$ cat src/design/ees_pkg.sv
// Shared constants and types for the data EEPROM erase sequencer
package ees_pkg;
  localparam int CLK_NS        = 10;
  localparam int ERASE_WORD_NS = 1000;
  localparam int ERASE_WORD_CYC = (ERASE_WORD_NS + CLK_NS - 1) / CLK_NS;
  localparam int EE_WORDS      = 256;
  localparam int BUS_AW        = 8;

  // Register byte offsets
  localparam logic [7:0] OFS_CTRL   = 8'h00;
  localparam logic [7:0] OFS_KEY    = 8'h04;
  localparam logic [7:0] OFS_PAGE   = 8'h08;
  localparam logic [7:0] OFS_WORK   = 8'h0C;
  localparam logic [7:0] OFS_STATUS = 8'h10;
  localparam logic [7:0] OFS_MASK   = 8'h14;

  // Field positions
  localparam int CTRL_START_BIT = 15;
  localparam int CTRL_SIZE_LSB  = 0;
  localparam int STAT_DONE_BIT  = 0;
  localparam int STAT_LOCK_BIT  = 1;

  // Unlock key pair and reset values
  localparam logic [15:0] KEY_FIRST  = 16'h0055;
  localparam logic [15:0] KEY_SECOND = 16'h00AA;
  localparam logic [1:0]  SIZE_RST   = 2'b00;
  localparam logic [1:0]  STAT_RST   = 2'b00;
  localparam logic [1:0]  MASK_RST   = 2'b00;

  typedef enum logic [1:0] {
    ERASE_ALL   = 2'b00,
    ERASE_ONE   = 2'b01,
    ERASE_FOUR  = 2'b10,
    ERASE_EIGHT = 2'b11
  } ees_size_t;

  typedef enum logic [1:0] {
    KEY_IDLE  = 2'b00,
    KEY_HALF  = 2'b01,
    KEY_ARMED = 2'b10
  } ees_key_t;

  typedef struct packed {
    logic [BUS_AW-1:0] address;
    logic              read;
    logic              write;
    logic [31:0]       writedata;
  } ees_avs_req_t;
endpackage : ees_pkg

$ cat src/design/ees_erase_engine.sv
// Word-by-word erase engine driving the EEPROM array strobes
`timescale 1ns/1ps
module ees_erase_engine #(
  parameter int AW       = 8,
  parameter int WORD_CYC = ees_pkg::ERASE_WORD_CYC
) (
  input  wire logic          clk,
  input  wire logic          srst,
  input  wire logic          start,
  input  wire logic [AW-1:0] base,
  input  wire logic [AW:0]   count,
  output logic               busy,
  output logic               done,
  output logic               ee_erase_stb,
  output logic [AW-1:0]      ee_erase_addr
);
  initial begin
    if (WORD_CYC < 1 || WORD_CYC > 998 || AW < 4) $error("ees_erase_engine: bad parameters");
  end

  localparam int TW = $clog2(WORD_CYC + 1);
  localparam int WB = WORD_CYC + 2;

  typedef enum logic [0:0] {ENG_IDLE = 1'b0, ENG_RUN = 1'b1} ees_eng_t;

  ees_eng_t      st_q, st_d;
  logic [AW:0]   left_q, left_d;
  logic [TW-1:0] tmr_q, tmr_d;
  logic [AW-1:0] addr_q, addr_d;
  logic          stb_q, stb_d, done_q, done_d;

  ////////////////////////////////////////////////////////////////////////
  always_comb begin
    st_d   = st_q;
    left_d = left_q;
    tmr_d  = tmr_q;
    addr_d = addr_q;
    stb_d  = 1'b0;
    done_d = 1'b0;
    unique case (st_q)
      ENG_IDLE: begin
        if (start && count != '0) begin
          st_d   = ENG_RUN;
          left_d = count;
          addr_d = base;
          tmr_d  = TW'(WORD_CYC - 1);
          stb_d  = 1'b1;
        end
      end
      ENG_RUN: begin
        if (tmr_q != '0) begin
          tmr_d = tmr_q - 1'b1;
        end else if (left_q == (AW+1)'(1)) begin
          st_d   = ENG_IDLE;
          done_d = 1'b1;
          left_d = '0;
        end else begin
          left_d = left_q - 1'b1;
          addr_d = addr_q + 1'b1;
          tmr_d  = TW'(WORD_CYC - 1);
          stb_d  = 1'b1;
        end
      end
    endcase
  end

  always_ff @(posedge clk) begin
    if (srst) begin
      st_q   <= ENG_IDLE;
      left_q <= '0;
      tmr_q  <= '0;
      addr_q <= '0;
      stb_q  <= 1'b0;
      done_q <= 1'b0;
    end else begin
      st_q   <= st_d;
      left_q <= left_d;
      tmr_q  <= tmr_d;
      addr_q <= addr_d;
      stb_q  <= stb_d;
      done_q <= done_d;
    end
  end

  assign busy          = (st_q == ENG_RUN);
  assign done          = done_q;
  assign ee_erase_stb  = stb_q;
  assign ee_erase_addr = addr_q;

  a_single_word: assert property (@(posedge clk) disable iff (srst)
    (start && !busy && count == (AW+1)'(1)) |=> ##[1:WB] done)
    else $error("single-word erase did not finish in time");
  a_busy_till_done: assert property (@(posedge clk) disable iff (srst)
    done |-> !busy && $past(busy))
    else $error("done pulse without a preceding busy erase");
endmodule : ees_erase_engine

$ cat src/design/ees_erase_seq.sv
// Register front end, unlock logic and interrupt for the EEPROM erase sequencer
`timescale 1ns/1ps
// Notes on behaviour
// - Software chooses between erasing the whole data array or only a few words.
// - The two-bit size field in the low bits of the control register picks the whole array or one, four or eight words.
// - Setting the start bit right after a valid unlock begins erasing the selected words.
// - The start bit reads set while erasing, then clears, and the done flag is set at the end.
module ees_erase_seq #(
  parameter int EE_WORDS = ees_pkg::EE_WORDS,
  parameter int WORD_CYC = ees_pkg::ERASE_WORD_CYC
) (
  input  wire logic                       clk,
  input  wire logic                       srst,
  input  wire logic [ees_pkg::BUS_AW-1:0] avs_address,
  input  wire logic                       avs_read,
  input  wire logic                       avs_write,
  input  wire logic [31:0]                avs_writedata,
  output logic      [31:0]                avs_readdata,
  output logic                            avs_waitrequest,
  output logic                            irq,
  output logic                            ee_erase_stb,
  output logic      [$clog2(EE_WORDS)-1:0] ee_erase_addr
);
  localparam int AW = $clog2(EE_WORDS);

  initial begin
    if (EE_WORDS < 16 || (1 << AW) != EE_WORDS || AW > 23)
      $error("ees_erase_seq: EE_WORDS must be a power of two from 16 to 2**23");
  end

  ////////////////////////////////////////////////////////////////////////
  // Size decode, shared by the engine word count and the block base
  function automatic logic [AW:0] size_words(input logic [1:0] sel);
    unique case (ees_pkg::ees_size_t'(sel))
      ees_pkg::ERASE_ALL:   size_words = (AW+1)'(EE_WORDS);
      ees_pkg::ERASE_ONE:   size_words = (AW+1)'(1);
      ees_pkg::ERASE_FOUR:  size_words = (AW+1)'(4);
      ees_pkg::ERASE_EIGHT: size_words = (AW+1)'(8);
    endcase
  endfunction : size_words

  function automatic logic [AW-1:0] block_base(input logic [1:0] sel, input logic [AW-1:0] word);
    logic [AW:0] n;
    n = size_words(sel);
    block_base = word & ~(n[AW-1:0] - 1'b1);
    if (ees_pkg::ees_size_t'(sel) == ees_pkg::ERASE_ALL) block_base = '0;
  endfunction : block_base

  ////////////////////////////////////////////////////////////////////////
  ees_pkg::ees_avs_req_t req;
  assign req = '{address: avs_address, read: avs_read, write: avs_write, writedata: avs_writedata};

  logic                ack_q, ack_d;
  logic [31:0]         rdata_q, rdata_d;
  logic [1:0]          size_q, size_d;
  logic [7:0]          page_q, page_d;
  logic [15:0]         work_q, work_d;
  logic [1:0]          stat_q, stat_d;
  logic [1:0]          mask_q, mask_d;
  ees_pkg::ees_key_t   key_q, key_d;
  logic                wr_acc, rd_acc, launch, lock_evt;
  logic                eng_busy, eng_done;
  logic [AW-1:0]       word_addr;
  logic [23:0]         full_addr;

  // One wait state: the request is answered at the second edge it is seen
  assign avs_waitrequest = (req.read || req.write) && !ack_q;
  assign wr_acc          = req.write && ack_q;
  assign rd_acc          = req.read && ack_q;

  // Byte address, so the word index starts at bit 1
  assign full_addr = {page_q, work_q};
  assign word_addr = full_addr[AW:1];
  assign launch    = wr_acc && req.address == ees_pkg::OFS_CTRL && req.writedata[ees_pkg::CTRL_START_BIT]
                     && key_q == ees_pkg::KEY_ARMED && !eng_busy;
  // A start write that arrives locked is dropped and reported
  assign lock_evt  = wr_acc && req.address == ees_pkg::OFS_CTRL && req.writedata[ees_pkg::CTRL_START_BIT]
                     && !launch;

  always_comb begin
    ack_d   = (req.read || req.write) && !ack_q;
    rdata_d = rdata_q;
    size_d  = size_q;
    page_d  = page_q;
    work_d  = work_q;
    mask_d  = mask_q;
    key_d   = key_q;
    stat_d  = stat_q;
    if (req.read && !ack_q) begin
      unique case (req.address)
        ees_pkg::OFS_CTRL:   rdata_d = {16'h0000, eng_busy, 13'h0000, size_q};
        ees_pkg::OFS_PAGE:   rdata_d = {24'h00_0000, page_q};
        ees_pkg::OFS_WORK:   rdata_d = {16'h0000, work_q};
        ees_pkg::OFS_STATUS: rdata_d = {30'h0000_0000, stat_q};
        ees_pkg::OFS_MASK:   rdata_d = {30'h0000_0000, mask_q};
        default:             rdata_d = 32'h0000_0000;
      endcase
    end
    // Any write other than the next key step disarms, so the pair must be back to back
    if (wr_acc) begin
      key_d = ees_pkg::KEY_IDLE;
      unique case (req.address)
        ees_pkg::OFS_CTRL: begin
          if (!eng_busy) size_d = req.writedata[ees_pkg::CTRL_SIZE_LSB +: 2];
        end
        ees_pkg::OFS_KEY: begin
          if (req.writedata[15:0] == ees_pkg::KEY_FIRST) key_d = ees_pkg::KEY_HALF;
          else if (req.writedata[15:0] == ees_pkg::KEY_SECOND && key_q == ees_pkg::KEY_HALF)
            key_d = ees_pkg::KEY_ARMED;
        end
        ees_pkg::OFS_PAGE: page_d = req.writedata[7:0];
        ees_pkg::OFS_WORK: work_d = req.writedata[15:0];
        ees_pkg::OFS_MASK: mask_d = req.writedata[1:0];
        default: ;
      endcase
    end
    // Clear only what the read returned, so a same-cycle event survives
    if (rd_acc && req.address == ees_pkg::OFS_STATUS) stat_d = stat_q & ~rdata_q[1:0];
    stat_d[ees_pkg::STAT_DONE_BIT] = stat_d[ees_pkg::STAT_DONE_BIT] | eng_done;
    stat_d[ees_pkg::STAT_LOCK_BIT] = stat_d[ees_pkg::STAT_LOCK_BIT] | lock_evt;
  end

  always_ff @(posedge clk) begin
    if (srst) begin
      ack_q   <= 1'b0;
      rdata_q <= 32'h0000_0000;
      size_q  <= ees_pkg::SIZE_RST;
      page_q  <= 8'h00;
      work_q  <= 16'h0000;
      stat_q  <= ees_pkg::STAT_RST;
      mask_q  <= ees_pkg::MASK_RST;
      key_q   <= ees_pkg::KEY_IDLE;
    end else begin
      ack_q   <= ack_d;
      rdata_q <= rdata_d;
      size_q  <= size_d;
      page_q  <= page_d;
      work_q  <= work_d;
      stat_q  <= stat_d;
      mask_q  <= mask_d;
      key_q   <= key_d;
    end
  end

  assign avs_readdata = rdata_q;
  assign irq          = |(stat_q & mask_q);

  ////////////////////////////////////////////////////////////////////////
  ees_erase_engine #(
    .AW       (AW),
    .WORD_CYC (WORD_CYC)
  ) u_engine (
    .clk           (clk),
    .srst          (srst),
    .start         (launch),
    .base          (block_base(size_q, word_addr)),
    .count         (size_words(size_q)),
    .busy          (eng_busy),
    .done          (eng_done),
    .ee_erase_stb  (ee_erase_stb),
    .ee_erase_addr (ee_erase_addr)
  );

  ////////////////////////////////////////////////////////////////////////
  a_launch_busy: assert property (@(posedge clk) disable iff (srst)
    launch |=> eng_busy && ee_erase_stb)
    else $error("unlocked start did not begin an erase");
  a_locked_start: assert property (@(posedge clk) disable iff (srst)
    (wr_acc && req.address == ees_pkg::OFS_CTRL && key_q != ees_pkg::KEY_ARMED && !eng_busy) |=> !eng_busy)
    else $error("start accepted without the unlock key");
  a_whole_erase: assert property (@(posedge clk) disable iff (srst)
    (launch && size_q == ees_pkg::ERASE_ALL) |=> ee_erase_addr == '0)
    else $error("whole erase did not start at word zero");
  a_done_flag: assert property (@(posedge clk) disable iff (srst)
    ($fell(eng_busy)) |=> stat_q[ees_pkg::STAT_DONE_BIT] && (irq || !mask_q[ees_pkg::STAT_DONE_BIT]))
    else $error("done flag missing after erase end");
  a_size_hold: assert property (@(posedge clk) disable iff (srst)
    eng_busy && $past(eng_busy) |-> $stable(size_q))
    else $error("size changed during an erase");
  // Unlock key bookkeeping and busy lockout
  a_key_consumed: assert property (@(posedge clk) disable iff (srst)
    launch |=> key_q == ees_pkg::KEY_IDLE)
    else $error("unlock key still armed after a start");
  a_key_disarm: assert property (@(posedge clk) disable iff (srst)
    (wr_acc && req.address != ees_pkg::OFS_KEY) |=> key_q == ees_pkg::KEY_IDLE)
    else $error("unlock key survived a foreign write");
  a_key_order: assert property (@(posedge clk) disable iff (srst)
    (wr_acc && req.address == ees_pkg::OFS_KEY && key_q != ees_pkg::KEY_HALF) |=> key_q != ees_pkg::KEY_ARMED)
    else $error("unlock key armed without its first half");
  a_busy_lock: assert property (@(posedge clk) disable iff (srst)
    (wr_acc && req.address == ees_pkg::OFS_CTRL && req.writedata[ees_pkg::CTRL_START_BIT] && eng_busy)
    |=> stat_q[ees_pkg::STAT_LOCK_BIT])
    else $error("start during an erase not flagged");
  a_size_blocked: assert property (@(posedge clk) disable iff (srst)
    (wr_acc && req.address == ees_pkg::OFS_CTRL && eng_busy) |=> $stable(size_q))
    else $error("size field written during an erase");
  // Erase strobes and the done pulse
  a_stb_idle: assert property (@(posedge clk) disable iff (srst)
    !eng_busy |-> !ee_erase_stb)
    else $error("erase strobe outside an erase");
  a_addr_step: assert property (@(posedge clk) disable iff (srst)
    (ee_erase_stb && !$past(launch)) |-> ee_erase_addr == AW'($past(ee_erase_addr) + 1'b1))
    else $error("erase address did not step by one word");
  a_done_once: assert property (@(posedge clk) disable iff (srst)
    eng_done |=> !eng_done)
    else $error("done pulse longer than one cycle");
  // Status, interrupt and bus answers
  a_status_sticky: assert property (@(posedge clk) disable iff (srst)
    (stat_q[ees_pkg::STAT_DONE_BIT] && !(rd_acc && req.address == ees_pkg::OFS_STATUS))
    |=> stat_q[ees_pkg::STAT_DONE_BIT])
    else $error("done flag lost without a status read");
  a_ctrl_busy_read: assert property (@(posedge clk) disable iff (srst)
    (rd_acc && req.address == ees_pkg::OFS_CTRL) |-> avs_readdata[ees_pkg::CTRL_START_BIT] == $past(eng_busy))
    else $error("start bit read does not follow the erase");
  a_irq_masked: assert property (@(posedge clk) disable iff (srst)
    (mask_q == 2'h0) |-> !irq)
    else $error("interrupt raised with every source masked");
  a_bus_answer: assert property (@(posedge clk) disable iff (srst)
    ((avs_read || avs_write) && avs_waitrequest) |=> !avs_waitrequest || !(avs_read || avs_write))
    else $error("bus request not answered after one wait state");
  a_read_stands: assert property (@(posedge clk) disable iff (srst)
    (avs_read && !avs_waitrequest) |=> $stable(avs_readdata))
    else $error("read data changed right after the answer");
endmodule : ees_erase_seq

$ cat config.mk
export PLATFORM = sky130hd
export DESIGN_NAME = ees_erase_seq
export DESIGN_NICKNAME = d
export VERILOG_FILES = /design/src/design/ees_pkg.sv /design/src/design/ees_erase_engine.sv /design/src/design/ees_erase_seq.sv
export SDC_FILE = /design/constraint.sdc
export NUM_CORES = 1
export LEC_CHECK = 0
export BUFFER_PORTS_ARGS = -buffer_cell sky130_fd_sc_hd__buf_2
export CORE_AREA = 2 2 89 91
export DETAILED_ROUTE_END_ITERATION = 10
export DIE_AREA = 0 0 91 93
export PLACE_DENSITY = 0.87
export SKIP_LAST_GASP = 1
export SYNTH_ARGS = -nofsm -noshare
export SYNTH_HDL_FRONTEND = slang
export SYNTH_SLANG_ARGS = --single-unit
$ cat constraint.sdc
create_clock -name clk -period 3.5 [get_ports clk]
set_input_delay 0.175 -clock clk [delete_from_list [all_inputs] [get_ports clk]]
set_output_delay 0.175 -clock clk [all_outputs]
set_load 0.1 [all_outputs]
==> run summary, run 1 <==
Global route overflow = 0
Initial Util = 0.5283
Pwr/cell area = 382.9 mW/mm^2
RSZ-0062 raised after global routing = false
DRC = 0
Post-synthesis sequential area ratio = 0.3826
Post-Route WL = 9.685 mm
Syn avg cell area = 8.817 um^2
Filler Cell Count = 674
Reg area = 0.001521 mm^2
Critical path class = flop to flop
Initial drt markers = 291
P_sw = 470.8 uW
Row cnt = 32
Worst skew pair latency = 0.36 ns
Max-slew violation count = 0
Clock skew = 0.01006 ns
Minimum clock period = 2.504 ns
Layout cell share with drive strength beyond 1 = 0.1867
Clock power frac = 0.394
Status = finished clean
GP Congestion = 0.9186
Largest net degree at the start of global routing = 38
Width of the die = 91 um
WP data arrival = 2.75 ns
Sequential share of power = 0.513
Drt pass-1 iters = 5
Register clock-pin slew on the reported worst setup and hold paths = 0.08 ns
CP endpoint kind = flop
Pint = 1.219 mW
Die Ht = 93 um
Synth-to-layout area growth = 10.95%
Critical path startpoint category = flop
Final hold vios = 0
Max transition margin = 0.4350
Placed Cells = 584
Peak supply drop = 261.8 uV
Post-synthesis cell count = 451
Vias per inst = 6.093
Post-DP HPWL = 6.795 mm
Number of clock sinks = 76
Tcrit/Tclk final = 0.7154
Critical path's slowest cell = and3_1
Lkg Pwr = 1.890 nW
Area occupied by multi-input gates = 0.002185 mm^2
Hold/Removal Path Class = primary input to flop
CTS tree = built
Bufs and invs on worst path = 1
Finished Layout Cells = 600
Post-route ant nets = 0
CTS Buffer Depth = 2
Synth Register Bits = 76
Crit-path max cell delay = 0.61 ns
Cell Area, Synth = 0.003976 mm^2
CP delay by family, top = simple AND/OR/NAND/NOR gates
Final number of setup-violating endpoints = 0
Post-CTS Resized = 0
Synth unique cells = 63
Max_cap viols = 0
Top cell type's share of synthesized area = 0.3826
Synth warnings = 0
Switching Fraction = 0.2787
Area of the die = 0.008463 mm^2
Ant. Diodes = 0
Leading cell types by count after synthesis = 76 x dfxtp_1, 55 x nor2_1, 30 x mux2i_1
Slew of the pin with the lowest slew margin = 0.8410 ns
Cts bufs inserted = 9
Crit path max fanout = 14
IO Pins = 87
WP data required = 3.75 ns
Initial antenna violation count = 0
Hold-fix buffers, CTS = 0
Post-CTS Setup Repair Bufs = 0
First-pass GRT wire length = 15.66 mm
CP Cell Sequence = inv_1, ha_1, nor3b_1, and3_1, a31oi_1, o311a_1
# port buffers = 54
Via count = 3656
Most common cell in the netlist = dfxtp_1
Top_reg_cell synth = dfxtp_1
Leading area contributor after synthesis = dfxtp_1
DR WL/cell = 16.14 um
Post-synth ARST share = 0
Vias in the first global route = 3292
Max Fclk = 399.4 MHz
H-tree Lvls = 3
Post-synth EDFFs = 0
Power share of the combinational group = 0.093
GRT Overall Usage = 0.2283
Root Buffer = clkbuf_8
Total negative slack = 0 ns
Core Area = 0.007527 mm^2
Main area contributors after synthesis = dfxtp_1 38%, mux2i_1 7.6%, nor2_1 5.2%
Fin nets = 546
==> area by class of cell <==
class                   count  area share
multi-input cells         327      0.4952
flip-flops and latches     76      0.3449
repair buffers             60     0.07147
clock buffers              10     0.02893
well taps                 102     0.02893
inverters                  19     0.01617
clock inverters             6     0.01446
==> stage by stage <==
stage / area (um^2) / setup slack, ns / util / power, mW / hold WS, ns
floorplan: 4033 / 1.451 / - / 1.024 / 0.3189
global placement: 4220 / 1.231 / 0.5607 / 1.040 / 0.4191
detailed placement: 4220 / 1.048 / 0.5607 / 1.041 / 0.4271
CTS: 4412 / 1.014 / 0.5861 / 1.694 / 0.06297
global route: 4412 / 0.8141 / 0.5861 / 1.735 / 0.08005
finish: 4412 / 0.9962 / 0.5861 / 1.689 / 0.07173
==> cells by family (layout without fill, tap and decap cells) <==
| group | Yosys count | after routing | share of synthesized area |
|---|---|---|---|
| compound gates | 107 | 107 | 0.1885 |
| xor+xnor | 4 | 4 | 0.008812 |
| fa+ha+maj | 9 | 9 | 0.02832 |
| mux | 36 | 36 | 0.09251 |
| simple gates | 155 | 155 | 0.2162 |
| other cells | 1 | 16 | 0.0009431 |
| buf+inv | 63 | 95 | 0.08213 |
| flops | 76 | 76 | 0.3826 |
==> final timing paths <==
path / from / slack, ns / cells past startpoint / endpoint
max: u_engine.tmr_q[0]$_SDFFE_PP0P_ / 1.0 / 6 / u_engine.tmr_q[1]$_SDFFE_PP0P_
min: avs_writedata[11] / 0.07 / 3 / work_q[11]$_SDFFE_PP0P_
max reg2reg: u_engine.tmr_q[0]$_SDFFE_PP0P_ / 1.0 / 6 / u_engine.tmr_q[1]$_SDFFE_PP0P_
min reg2reg: u_engine.done$_SDFF_PP0_ / 0.44 / 2 / stat_q[0]$_SDFF_PP0_
==> routing by layer <==
metal | GRT usage | wire length [um] | vias to the layer above
met5 | 0 | 0 | -
met4 | 0.1035 | 241 | 0
met3 | 0.05721 | 679 | 29
met2 | 0.3877 | 4759 | 176
met1 | 0.2732 | 4006 | 1718
li1 | - | - | 1733
==> tightest hold or removal path, cell delays in order <==
cell and delay [ns]:
buf_2 0.08, mux2i_1 0.06, nor2_1 0.07
==> cells in the final DEF, fill, tap and decap left out, types with 4 or more instances in the layout <==
master	Yosys	layout
inv_1	19	19
mux2_2	6	6
nor2_1	55	55
a31oi_1	6	6
o31a_1	4	4
nand2_1	17	17
nor3b_1	4	4
a21oi_1	21	21
mux2i_1	30	30
a211oi_1	12	12
nor4bb_1	7	7
buf_4	19	6
nor3_1	13	13
clkbuf_8	0	9
a311oi_1	4	4
nand3_1	11	11
buf_2	3	54
conb_1	1	16
o31ai_1	4	4
nor4_1	8	8
nand4_1	7	7
dfxtp_1	76	76
a22oi_1	17	17
or4_1	6	6
o21ai_0	11	11
ha_1	9	9
o21a_1	5	5
==> flip-flops by register name (all words and copies together), names as in the netlist <==
| register | flops |
|---|---|
| avs_readdata | 16 |
| u_engine.left_q | 9 |
| key_q | 2 |
| stat_q | 2 |
| u_engine.tmr_q | 7 |
| work_q | 16 |
| size_q | 2 |
| u_engine.busy | 1 |
| u_engine.done | 1 |
| ack_q | 1 |
| u_engine.ee_erase_stb | 1 |
| mask_q | 2 |
| page_q | 8 |
| u_engine.ee_erase_addr | 8 |
==> power by group through the flow <==
stage | Clock (mW) | Combinational [mW] | Sequential [mW]
after global placement | 0 | 0.153 | 0.887
after detailed placement | 0 | 0.154 | 0.887
after CTS | 0.673 | 0.155 | 0.866
after global routing | 0.704 | 0.164 | 0.867
after floorplan | 0 | 0.138 | 0.886
final | 0.666 | 0.156 | 0.867
No activity file was read; power rests on OpenSTA's default activity.
==> run 2, diff against run 1 <==
Settings changed: CORE_AREA 2 2 89 91 to 2 2 94 96, DIE_AREA 0 0 91 93 to 0 0 96 98, PLACE_DENSITY 0.87 to 0.83.
Clock period 3.5 ns to 2.3 ns, I/O delays scaled along.
==> run 2 against run 1 <==
Compared with the run above: clock skew fell by 0.0025 ns; core utilization decreased by 4.5 points; sequential share of layout area down 1.3 points; via count increased by 0.30%; design area increased by 3.9%; clock power up 64%; total power rose by 58%; critical path depth grew 1; routed wire length grew 3.1%; highest routed layer unchanged.
==> run summary, run 2 (synthesized netlist as in run 1, its figures left out) <==
Lkg Pwr = 1.986 nW (+5.1%)
GRT Overall Usage = 0.2162 (-0.01208)
Reg area = 0.001521 mm^2 (unchanged)
Sequential share of power = 0.495 (-0.018)
Max-slew violation count = 0 (unchanged)
Hold/Removal Path Class = primary input to flop
Area of the die = 0.009408 mm^2 (+11%)
Number of clock sinks = 76 (unchanged)
Peak supply drop = 348.2 uV (+33%)
Post-Route WL = 9.981 mm (+3.1%)
Row cnt = 34 (+6.3%)
Hold Worst Slack = 0.01163 ns (-0.06010 ns)
RSZ-0062 raised after global routing = false
Total negative slack = 0 ns (unchanged)
Die Ht = 98 um (+5.4%)
Clock power frac = 0.411 (+0.017)
Vias per inst = 5.886 (-3.4%)
WP data required = 2.57 ns (-1.18 ns)
IO Pins = 87 (unchanged)
WP data arrival = 2.34 ns (-0.41 ns)
Core Area = 0.008466 mm^2 (+12%)
CP endpoint kind = flop
DR WL/cell = 16.02 um (-0.75%)
Largest net degree at the start of global routing = 43 (+13%)
Post-route ant nets = 0 (unchanged)
Initial drt markers = 182 (-37%)
CTS tree = built
Commonest non-fill, non-tap cells in the layout = 76 x dfxtp_1, 55 x nor2_1, 54 x buf_2
Switching Fraction = 0.2902 (+0.01157)
GP Congestion = 0.8853 (-3.6%)
Max_cap viols = 0 (unchanged)
Finished Layout Cells = 623 (+3.8%)
DRC = 0 (unchanged)
First-pass GRT wire length = 16.22 mm (+3.6%)
Area occupied by multi-input gates = 0.002185 mm^2 (unchanged)
Via count = 3667 (+0.30%)
Root Buffer = clkbuf_8
Layout cell share with drive strength beyond 1 = 0.2078 (+0.02102)
Placed Cells = 603 (+3.3%)
Pint = 1.890 mW (+55%)
Ant. Diodes = 0 (unchanged)
Tcrit/Tclk final = 0.9001 (+0.1847)
Status = finished clean
Initial Util = 0.4697 (-0.05856)
Final hold vios = 0 (unchanged)
Post-DP HPWL = 7.149 mm (+5.2%)
Post-CTS Setup Repair Bufs = 0 (unchanged)
Vias in the first global route = 3387 (+2.9%)
Leading cell type in the layout, fill and taps excluded = dfxtp_1
Filler Cell Count = 782 (+16%)
Fin nets = 563 (+3.1%)
Drt pass-1 iters = 4 (-1)
Register clock-pin slew on the reported worst setup and hold paths = 0.08 ns (about the same)
Crit path max fanout = 7 (-7)
Width of the die = 96 um (+5.5%)
Minimum clock period = 2.070 ns (-0.4336 ns)
CTS Buffer Depth = 2 (unchanged)
Cts bufs inserted = 9 (unchanged)
Worst skew pair latency = 0.36 ns (about the same)
Global route overflow = 0 (unchanged)
Clock skew = 0.007605 ns (-0.002451 ns)
Synth-to-layout area growth = 15.23%
Final number of setup-violating endpoints = 0 (unchanged)
Initial antenna violation count = 0 (unchanged)
Max Fclk = 483.1 MHz (+21%)
Slew of the pin with the lowest slew margin = 0.6947 ns (-0.1463 ns)
Max transition margin = 0.5326 (+0.09757)
# port buffers = 54 (unchanged)
P_sw = 772.7 uW (+64%)
Total Power = 2.663 mW (+58%)
Pwr/cell area = 581.1 mW/mm^2 (+52%)
Power share of the combinational group = 0.094 (about the same)
H-tree Lvls = 3 (unchanged)
Critical path class = flop to flop
Critical path startpoint category = flop
[run 2: changes by cell type in the layout (fill, tap and decap cells not counted), sizes merged]
cell and change:
clkinv +1, dlygate4sd3 +4, clkbuf -1, clkinvlp -2, buf +13, inv +2
[run 2: repair_timing]
item / in CTS / in global routing
hold buffers: 4 / 0
gates resized for setup: 0 / 0
hold endpoints to repair: 4 / 0
[run 2: worst paths after layout]
path	from	to	slack, ns	depth (start not counted)
hold / removal	avs_writedata[14]	work_q[14]$_SDFFE_PP0P_	0.01	3
setup / recovery	u_engine.left_q[0]$_SDFFE_PP0P_	u_engine.ee_erase_addr[5]$_SDFFE_PP0P_	0.23	7
setup reg to reg	u_engine.left_q[0]$_SDFFE_PP0P_	u_engine.ee_erase_addr[5]$_SDFFE_PP0P_	0.23	7
hold reg to reg	u_engine.done$_SDFF_PP0_	stat_q[0]$_SDFF_PP0_	0.45	2
[run 2: per-layer routing]
metal / global-route usage / share of wire / vias up
li1: - / - / 1768
met1: 0.2779 / 0.43 / 1762
met2: 0.3590 / 0.50 / 125
met3: 0.03164 / 0.050 / 12
met4: 0.08791 / 0.014 / 0
met5: 0 / 0 / -
[run 2: stage by stage]
step	cell area [um^2]	util	setup slack, ns
CTS	4582	0.5412	0.2457
global route	4582	0.5412	0.03757
finish	4582	0.5412	0.2298
floorplan	4033	-	0.2512
detailed placement	4325	0.5109	0.3083
global placement	4325	0.5109	0.3309
[run 2: cell type report]
cell class | count | area share
tap | 108 | 0.02949
clock inverter | 7 | 0.02021
timing repair buffer | 77 | 0.09885
inverter | 19 | 0.01557
clock buffer | 9 | 0.02703
multi-input combinational | 327 | 0.4768
sequential | 76 | 0.3321
[run 2: worst max-delay path, stage by stage, from the launching register on]
cell and delay (ns):
dfxtp_1 0.41, ha_1 0.19, nor4b_1 0.45, buf_4 0.21, a21o_1 0.22, o21ai_1 0.09, buf_4 0.17, a311oi_1 0.22
[run 2: power groups by stage]
stage               logic [mW]  registers, mW  clock network (mW)
floorplan                0.210           1.35                   0
detailed placement       0.242           1.35                   0
global placement         0.239           1.35                   0
finish                   0.250           1.32                1.09
CTS                      0.247           1.32                1.11
global route             0.260           1.32                1.17
